## src/design/sia_pkg.sv

```systemverilog
// Constants and types shared by the serial register access block
package sia_pkg;
   localparam logic [6:0] SIA_SLAVE_ADDR = 7'h37;
   localparam logic [7:0] SIA_REG_PART_IDENTIFICATION = 8'h00;
   localparam logic [7:0] SIA_REG_SOFT_RESET = 8'h01;
   localparam logic [7:0] SIA_REG_INT_CFG = 8'h02;
   localparam int SIA_RESET_BIT = 0;
   // Arbitrary identification value, not a real part code
   localparam logic [7:0] SIA_PART_IDENTIFICATION_VAL = 8'h5a;
   localparam logic SIA_SOFT_RESET_RST = 1'b0;
   localparam logic [7:0] SIA_INT_CFG_RST = 8'h00;
   localparam logic [7:0] SIA_UNMAPPED_READ = 8'h00;
   localparam logic [3:0] SIA_BITS_PER_BYTE = 4'h8;
   localparam logic [3:0] SIA_BIT_CNT_RST = 4'h0;
   localparam logic [7:0] SIA_PTR_RST = 8'h00;

   typedef enum {
      ST_IDLE, ST_ADDR, ST_ADDR_ACK, ST_REG, ST_WDATA, ST_WACK, ST_RDATA, ST_MACK
   } sia_state_t;

   typedef struct packed {
      logic scl;
      logic sda;
   } sia_line_t;
endpackage : sia_pkg

```

## src/design/sia_i2c_regs.sv

```systemverilog
// Two-wire serial slave front end with the identification, reset and interrupt config registers
// Summary of operation
// - Answer only slave address 0x37; ignore every other address.
// - Registers are reached only through the two-wire serial slave port.
// - All registers take defaults at power-up and on software reset.
// - Register 0x00 is read-only and returns part and revision identification.
// - Reset bit set, then STOP, returns device to default standby state.
// - Reset register bit 0 requests reset, default 0; bits 7:1 ignored.
// - Register 0x02 holds the interrupt pin configuration, read-write.
// - Register address advances by one after each data byte, acknowledged or not.
`timescale 1ns/1ps
`default_nettype none
module sia_i2c_regs import sia_pkg::*; #(
   parameter logic [7:0] PART_IDENTIFICATION = SIA_PART_IDENTIFICATION_VAL
) (
   input wire logic core_clk,
   input wire logic nrst,
   input wire logic sclIn,
   input wire logic sdaIn,
   output logic sdaOut,
   output logic sdaOe,
   output logic [7:0] intPinConfig,
   output logic softResetPulse
);
   sia_state_t state;
   sia_line_t prevLine;
   logic [3:0] bitCnt;
   logic [7:0] shift;
   logic [7:0] ptr;
   logic nack;
   logic resetBit;

   wire sia_line_t curLine = '{scl: sclIn, sda: sdaIn};
   wire logic sclRise = curLine.scl & ~prevLine.scl;
   wire logic sclFall = ~curLine.scl & prevLine.scl;
   wire logic startDet = curLine.scl & prevLine.scl & prevLine.sda & ~curLine.sda;
   wire logic stopDet = curLine.scl & prevLine.scl & ~prevLine.sda & curLine.sda;
   wire logic byteFull = (bitCnt == SIA_BITS_PER_BYTE);
   wire logic byteEnd = sclFall & byteFull;
   wire logic recvState = (state == ST_ADDR) || (state == ST_REG) || (state == ST_WDATA);
   wire logic addrMatch = (shift[7:1] == SIA_SLAVE_ADDR);
   wire logic wrHit = (state == ST_WDATA) & byteEnd;
   wire logic wrReset = wrHit & (ptr == SIA_REG_SOFT_RESET);
   wire logic wrIntCfg = wrHit & (ptr == SIA_REG_INT_CFG);
   // reset takes effect on the STOP
   wire logic swReset = stopDet & resetBit;
   wire logic regClr = ~nrst | swReset;
   wire logic [7:0] readData =
      (ptr == SIA_REG_PART_IDENTIFICATION) ? PART_IDENTIFICATION :
      (ptr == SIA_REG_SOFT_RESET) ? {7'h00, resetBit} :
      (ptr == SIA_REG_INT_CFG) ? intPinConfig : SIA_UNMAPPED_READ;

   sia_reg #(.W(1), .RST(SIA_SOFT_RESET_RST)) uResetReg (
      .core_clk(core_clk),
      .clr(regClr),
      .we(wrReset),
      .d(shift[SIA_RESET_BIT]),
      .q(resetBit)
   );

   sia_reg #(.W(8), .RST(SIA_INT_CFG_RST)) uIntCfgReg (
      .core_clk(core_clk),
      .clr(regClr),
      .we(wrIntCfg),
      .d(shift),
      .q(intPinConfig)
   );

   always_ff @(posedge core_clk) begin
      if (!nrst) begin
         prevLine <= '1;
         sdaOut <= 1'b0;
         softResetPulse <= 1'b0;
      end else begin
         prevLine <= curLine;
         sdaOut <= 1'b0;
         softResetPulse <= swReset;
      end
   end

   // all register traffic comes through this slave
   always_ff @(posedge core_clk) begin
      if (regClr) begin
         state <= ST_IDLE;
         bitCnt <= SIA_BIT_CNT_RST;
         shift <= 8'h00;
         ptr <= SIA_PTR_RST;
         sdaOe <= 1'b0;
         nack <= 1'b0;
      end else if (startDet) begin
         // Repeated start also lands here, so a read can follow the pointer write
         state <= ST_ADDR;
         bitCnt <= SIA_BIT_CNT_RST;
         sdaOe <= 1'b0;
      end else if (stopDet) begin
         state <= ST_IDLE;
         sdaOe <= 1'b0;
      end else begin
         unique case (state)
            ST_IDLE: begin
            end
            ST_ADDR, ST_REG, ST_WDATA: begin
               if (sclRise && !byteFull) begin
                  shift <= {shift[6:0], curLine.sda};
                  bitCnt <= bitCnt + 4'h1;
               end else if (byteEnd) begin
                  bitCnt <= SIA_BIT_CNT_RST;
                  if (state == ST_ADDR) begin
                     // foreign address leaves the bus alone
                     sdaOe <= addrMatch;
                     state <= addrMatch ? ST_ADDR_ACK : ST_IDLE;
                  end else begin
                     sdaOe <= 1'b1;
                     state <= ST_WACK;
                     ptr <= (state == ST_REG) ? shift : ptr + 8'h01;
                  end
               end
            end
            ST_ADDR_ACK: begin
               if (sclFall) begin
                  if (shift[0]) begin
                     shift <= readData;
                     sdaOe <= ~readData[7];
                     state <= ST_RDATA;
                  end else begin
                     // write direction selects the pointer phase
                     sdaOe <= 1'b0;
                     state <= ST_REG;
                  end
               end
            end
            ST_WACK: begin
               if (sclFall) begin
                  sdaOe <= 1'b0;
                  state <= ST_WDATA;
               end
            end
            ST_RDATA: begin
               if (sclRise) begin
                  bitCnt <= bitCnt + 4'h1;
               end else if (sclFall) begin
                  if (byteFull) begin
                     sdaOe <= 1'b0;
                     bitCnt <= SIA_BIT_CNT_RST;
                     ptr <= ptr + 8'h01;
                     state <= ST_MACK;
                  end else begin
                     shift <= {shift[6:0], 1'b0};
                     sdaOe <= ~shift[6];
                  end
               end
            end
            ST_MACK: begin
               if (sclRise) begin
                  nack <= curLine.sda;
               end else if (sclFall) begin
                  if (nack) begin
                     state <= ST_IDLE;
                  end else begin
                     shift <= readData;
                     sdaOe <= ~readData[7];
                     state <= ST_RDATA;
                  end
               end
            end
         endcase
      end
   end
endmodule : sia_i2c_regs
`default_nettype wire

```

## src/design/sia_reg.sv

```systemverilog
// One writable register with clear-to-default
`timescale 1ns/1ps
`default_nettype none
module sia_reg #(
   parameter int W = 8,
   parameter logic [W-1:0] RST = '0
) (
   input wire logic core_clk,
   input wire logic clr,
   input wire logic we,
   input wire logic [W-1:0] d,
   output logic [W-1:0] q
);
   always_ff @(posedge core_clk) begin
      if (clr) begin
         q <= RST;
      end else if (we) begin
         q <= d;
      end
   end
endmodule : sia_reg
`default_nettype wire

```

## config.mk

```make
export PLATFORM = sky130hd
export DESIGN_NAME = sia_i2c_regs
export DESIGN_NICKNAME = d
export VERILOG_FILES = /design/src/design/sia_pkg.sv /design/src/design/sia_i2c_regs.sv /design/src/design/sia_reg.sv
export SDC_FILE = /design/constraint.sdc
export NUM_CORES = 1
export LEC_CHECK = 0
export ABC_AREA = 1
export BUFFER_PORTS_ARGS = -buffer_cell sky130_fd_sc_hd__buf_2
export CORE_MARGIN = 2
export CORE_UTILIZATION = 48
export CTS_BUF_LIST = sky130_fd_sc_hd__clkbuf_8
export DETAILED_ROUTE_END_ITERATION = 8
export GPL_ROUTABILITY_DRIVEN = 0
export PLACE_DENSITY = 0.72
export SETUP_SLACK_MARGIN = 0.05
export SYNTH_ARGS = -nofsm -noshare
export SYNTH_HDL_FRONTEND = slang
export SYNTH_SLANG_ARGS = --single-unit
```

## constraint.sdc

```tcl
create_clock -name core_clk -period 1.9 [get_ports core_clk]
set_input_delay 0.38 -clock core_clk [delete_from_list [all_inputs] [get_ports core_clk]]
set_output_delay 0.38 -clock core_clk [all_outputs]
set_load 0.02 [all_outputs]
```

# Word-level counts from Yosys, hierarchy flattened
# Cells that the tools add are included.
[totals]
regBits = 66
wordCells = 151
output_inout_bits = 11
[classes]
muxes = 56
n_eq_ne = 40
addsub = 2
bitwise_logic = 22
reduce_logical = 18
[op_table]
columns = ["operator", "n"]
rows = [
  ["32-bit two-way mux", 9],
  ["32-bit by 3-bit == test with 1-bit output, second input constant", 5],
  ["32-bit one-hot mux with 5 select lines", 1],
  ["8-bit two-way mux", 19],
  ["32-bit by 2-bit == test with 1-bit output, second input constant", 3],
  ["4-bit inequality test, second input constant", 9],
  ["32-bit by 1-bit == test with 1-bit output, second input constant", 1],
  ["32-bit by 4-bit == test with 1-bit output, second input constant", 1],
  ["8-bit one-hot mux with 4 select lines", 1],
  ["10-bit AND reduction", 3],
  ["2-bit inequality test, second input constant", 14],
  ["4-bit two-way mux", 5],
  ["8-bit one-hot mux with 2 select lines", 1],
  ["1-bit two-way mux", 14],
  ["1-bit bitwise AND", 12],
  ["12-bit AND reduction", 1],
  ["11-bit AND reduction", 1],
  ["3-bit two-way mux", 3],
  ["3-bit inequality test, second input constant", 3],
  ["1-bit inverter", 9],
  ["9-bit AND reduction", 1],
  ["8-bit by 1-bit adder with 8-bit output, second input constant", 1],
  ["8-bit by 1-bit == test with 1-bit output, second input constant", 1],
  ["8-bit by 2-bit == test with 1-bit output, second input constant", 1],
  ["18 further kinds", 19],
]

# Logic depth before layout (Yosys ltp)
[logic_depth]
depth_word = 9
ltp_mapped = 12
mapped_depth_nobuf = 12

# Modules after synthesis
# A second synthesis with hierarchy kept.
[hier_totals]
hier_cells = 420
hier_area_um2 = 2567.5
[modules_own_cells]
columns = ["mod", "cells_each", "area_per_inst_um2", "instances"]
rows = [
  ["sia_i2c_regs", 362, 2180.8, 1],
  ["sia_reg (uIntCfgReg)", 51, 341.6, 1],
  ["sia_reg (uResetReg)", 7, 45.0, 1],
]

# Worst setup path after synthesis
# No wires, ideal clock.
[synth_timing]
path_type = "reg-to-reg"
start = "register bitCnt[0]"
end = "register shift[1]"
required_time_ns = 1.787
path_slack_ns = 0.369
arrival_ns = 1.418
period_less_slack_ns = 1.531
path_buffers = 1
stages_incl_launch_ff = 12
cell_sequence = "dfxtp_1 inv_1 ha_1 nand3_2 nand2_2 nand2_2 nand2_2 nor2_4 nand3_4 buf_6 nor2_1 nor2_1"
[synth_between]
elab_chain_len = 5
[synth_rtl]
columns = ["item", "line", "source"]
rows = [
  ["start: declaration", "sia_i2c_regs.sv:27", "logic [3:0] bitCnt;"],
  ["start signal: assignment", "sia_i2c_regs.sv:105", "bitCnt <= bitCnt + 4'h1;"],
  ["start signal: assignment", "sia_i2c_regs.sv:140", "bitCnt <= bitCnt + 4'h1;"],
  ["4-bit == test *", "sia_i2c_regs.sv:38", "wire logic byteFull = (bitCnt == SIA_BITS_PER_BYTE);"],
  ["1-bit zero test", "sia_i2c_regs.sv:103", "if (sclRise && !byteFull) begin"],
  ["1-bit logical AND", "sia_i2c_regs.sv:103", ""],
  ["2-bit inequality test (no source line)", "-", ""],
  ["12-bit AND reduction (no source line) *", "-", ""],
  ["end signal: assignment", "sia_i2c_regs.sv:104", "shift <= {shift[6:0], curLine.sda};"],
  ["end signal: assignment", "sia_i2c_regs.sv:122", "shift <= readData;"],
  ["end signal: assignment", "sia_i2c_regs.sv:148", "shift <= {shift[6:0], 1'b0};"],
  ["end: declaration", "sia_i2c_regs.sv:28", "logic [7:0] shift;"],
]
# Mark *: on every way between the ends. The rest lies on a longest branch, timed or not.
# A chain may end at the register's enable or synchronous reset.

# Worst setup path after layout
[layout_timing]
start = "register bitCnt[0]"
end = "register ptr[6]"
[layout_between]
elab_chain_len = 5
[layout_rtl]
columns = ["item", "line", "source"]
rows = [
  ["4-bit == test *", "sia_i2c_regs.sv:38", ""],
  ["1-bit zero test", "sia_i2c_regs.sv:103", ""],
  ["1-bit logical AND", "sia_i2c_regs.sv:103", ""],
  ["2-bit inequality test (no source line)", "-", ""],
  ["9-bit AND reduction (no source line) *", "-", ""],
  ["end signal: assignment", "sia_i2c_regs.sv:115", "ptr <= (state == ST_REG) ? shift : ptr + 8'h01;"],
  ["end signal: assignment", "sia_i2c_regs.sv:145", "ptr <= ptr + 8'h01;"],
  ["end: declaration", "sia_i2c_regs.sv:29", "logic [7:0] ptr;"],
]
# Marked as above.

==> flow_summary_export.csv <==
group,metric,value,unit
clocking,cts_buffers,5,
finish,num_antenna_cells,0,
grt,grtUsageTotal,0.214,
sta,hold_violations,0,
drt,ant_nets,0,
setup_path,cp_cell_sequence,"inv_1 > ha_1 > nand2_1 > nor2_2 > nor2_2 > nand2_2 > nand3_4 > nor2_4 > buf_4 > o21ai_1 > nor2_1",
sta,slew_viol_final,0,
floorplan,start_util,0.498,
floorplan,row_count,26,
power,p_per_area,1240,nW/um^2
finish,nets,434,
grt,grt_max_degree,25,
hold_path,min_path_type,"in -> reg",
setup_path,worst_path_most_repeated_cell,"nor2_2",
yosys,synthSimpleGateAreaFrac,0.423,
setup_path,critPathSlowestCell,"dfxtp_1",
clocking,clockBufferDepth,2,
clocking,clkSinkCount,37,
power,seqPwrFrac,0.320,
grt,grt_antenna_before_repair,0,
drt,drt-initial-drc-count,141,
sta,setup_viol,0,
floorplan,io_pins,15,
power,power_switching_share,0.460,
setup_path,crit_path_start_kind,"register",
yosys,synth_cell_types,33,
sta,fin_crit,1720,ps
yosys,synth-adder-area-share,0.0440,
floorplan,die-area,5930,um^2
setup_path,path_class,"reg -> reg",
clocking,clk_pin_slew_worst_paths,80,ps
floorplan,core_area,5140,um^2
yosys,synth_xor_area_frac,0.0103,
setup_path,cpLargestDelayFamily,"simple AND/OR/NAND/NOR gates",
yosys,synth_top_family_by_area,"simple AND/OR/NAND/NOR gates",
power,combPwrFrac,0.480,
setup_path,critPathMaxStageDelay,350,ps
finish,drive_gt1_frac,0.180,
floorplan,die_h,77.0,um
drt,route.detailed.drc,0,
power,p_int,0.00190,W
yosys,synth_cells,400,
setup_path,required,2140,ps
drt,viasPerCell,5.02,
setup_path,cp.arrival,1960,ps
clocking,cts_tree,"done",
flow_run,max_cap_violations,0,
sta,setup_tns,0,ps
drt,wirelength,6.11,mm
finish,area_delta_synth_final,10.9,%
setup_path,crit_path_max_fanout,11,
clocking,htreeDepth,2,
outcome,outcome,"finished, final reports clean",
clocking,clk_latency,300,ps
grt,grt_overflow,0,
yosys,synth-compound-area-share,0.124,
grt,grt_pass1_wl,10.3,mm
sta,fmax,582,MHz
power,power.switching,0.00162,W
drt,via_count,2471,
clocking,postCtsHoldBufs,0,
sta,period_share,0.904,
clocking,clockRootBuffer,"clkbuf_8",
grt,grt_pass1_vias,2239,
yosys,yosys_warnings,0,
yosys,synth_fp_nets,413,
drt,wl_per_cell,12.4,um
floorplan,die_w,77.0,um
yosys,syn_area_per_cell,6.40,um^2
sta,fin_skew,11.8,ps
yosys,synth_area,2560,um^2
yosys,ys_ff_latch,37,
sta,rsz0062_at_grt,"yes",
drt,dr.pass1.iters,4,
yosys,yosysSeqAreaShare,0.289,
power,vdd_drop_max,0.000779,V
power,leakage,1.37,nW
power,pwr-share-clk,0.200,
yosys,synthMuxAreaShare,0,
finish,final_util,0.552,
placement,port_buffers,13,
placement,place_hpwl,4.66,mm
setup_path,crit_buf_inv,2,
setup_path,end_kind,"register",
[final cells by class]
class / instances / area, um^2
repair buffers: 23 / 153
multi-input cells: 304 / 1540
inverters: 50 / 195
flip-flops and latches: 37 / 743
clock inverters: 3 / 46.3
fillers: 535 / 2300
well taps: 70 / 87.6
clock buffers: 5 / 68.8
[per-layer routing]
| metal | track usage | part of all wire |
|---|---|---|
| met1 | 0.291 | 0.48 |
| met2 | 0.333 | 0.45 |
| met3 | 0.0447 | 0.045 |
| met4 | 0.0839 | 0.021 |
| met5 | 0 | 0 |
[power by group through the flow]
stage	combinational (W)	clock (W)	sequential (W)
global route	0.00192	0.000752	0.00116
CTS	0.00166	0.000720	0.00112
global placement	0.00161	0	0.00113
finish	0.00169	0.000705	0.00113
detailed placement	0.00164	0	0.00114
floorplan	0.00145	0	0.00105
[synth_stat cells]
| master | number | share of area |
|---|---|---|
| a21oi_1 | 20 | 0.039 |
| a21oi_2 | 1 | 0.0034 |
| nor2_2 | 6 | 0.015 |
| nand2_2 | 12 | 0.029 |
| or2_2 | 3 | 0.0073 |
| conb_1 | 1 | 0.0015 |
| nand3_1 | 23 | 0.045 |
| o21ai_1 | 5 | 0.0098 |
| a211oi_1 | 2 | 0.0059 |
| ha_1 | 9 | 0.044 |
| a31oi_1 | 1 | 0.0024 |
| buf_4 | 2 | 0.0059 |
| nor3_1 | 3 | 0.0059 |
| a311oi_1 | 1 | 0.0034 |
| nand2_1 | 106 | 0.16 |
| nand4_1 | 4 | 0.0098 |
| dfxtp_1 | 37 | 0.29 |
| nor2_1 | 59 | 0.087 |
| nand2_4 | 2 | 0.0088 |
| nor3_2 | 1 | 0.0039 |
| inv_2 | 3 | 0.0044 |
| inv_4 | 3 | 0.0073 |
| o21ai_0 | 29 | 0.057 |
| xor2_1 | 2 | 0.0068 |
| buf_2 | 2 | 0.0039 |
| nand3b_1 | 1 | 0.0029 |
| nor2_4 | 3 | 0.013 |
| inv_1 | 44 | 0.065 |
| buf_6 | 5 | 0.022 |
| nand3_2 | 5 | 0.020 |
| xnor2_1 | 1 | 0.0034 |
| o211ai_1 | 1 | 0.0029 |
| nand3_4 | 3 | 0.021 |
[worst paths after layout]
| check | cells after the start | from | slack (ps) | endpoint |
|---|---|---|---|---|
| worst min register to register | 2 | uIntCfgReg.q[7] | 510 | uIntCfgReg.q[7] |
| worst max register to register | 11 | bitCnt[0] | 180 | ptr[6] |
| worst min-delay path | 2 | nrst | 280 | prevLine[1] |
| worst max-delay path | 11 | bitCnt[0] | 180 | ptr[6] |
[logic make-up after synthesis]
family / count (synthesis)
simple gates: 231
compound gates: 60
buf+inv: 59
flops: 37
fa+ha+maj: 9
xor+xnor: 3
other cells: 1
[flip-flops by register name, summed over array words and instances, names as in the netlist]
name	flops
ptr	8
shift	8
uIntCfgReg.q	8
bitCnt	4
state	3
prevLine	2
nack	1
sdaOe	1
softResetPulse	1
uResetReg.q	1
[metrics by stage]
step	setup WS, ps	power [W]	cell area [um^2]	instances	hold slack [ps]
after global routing	41.3	0.00383	2840	492	276
after floorplan	369	0.00250	2560	400	446
final	182	0.00353	2840	492	280
after detailed placement	80.6	0.00278	2710	483	487
after global placement	93.4	0.00274	2710	483	479
after CTS	123	0.00350	2830	491	275
[placed cells by master (no fill, tap or decap)]
master      Yosys  routed
nand2_1       106     105
nor2_1         59      59
inv_1          44      44
dfxtp_1        37      35
o21ai_0        29      29
nand3_1        23      23
a21oi_1        20      20
nand2_2        12      13
buf_2           2      13
ha_1            9       9
buf_4           2       9
nor2_2          6       6
nand3_2         5       5
o21ai_1         5       5
clkbuf_8        0       5
nand4_1         4       4
inv_4           3       3
nand3_4         3       3
inv_2           3       3
nor3_1          3       3
nor2_4          3       3
or2_2           3       3
nand2_4         2       2
xor2_1          2       2
a211oi_1        2       2
dfxtp_2         0       2
nor3_2          1       1
a31oi_1         1       1
nand3b_1        1       1
a311oi_1        1       1
xnor2_1         1       1
o211ai_1        1       1
a21oi_2         1       1
conb_1          1       1
clkinvlp_4      0       1
clkinv_4        0       1
bufinv_16       0       1
buf_12          0       1
[what timing repair did]
item | CTS | global route
setup endpoints to repair | 0 | 13
gates resized for setup | 0 | 3
setup buffers | 0 | 1
Power figures use the tool's default switching activity.
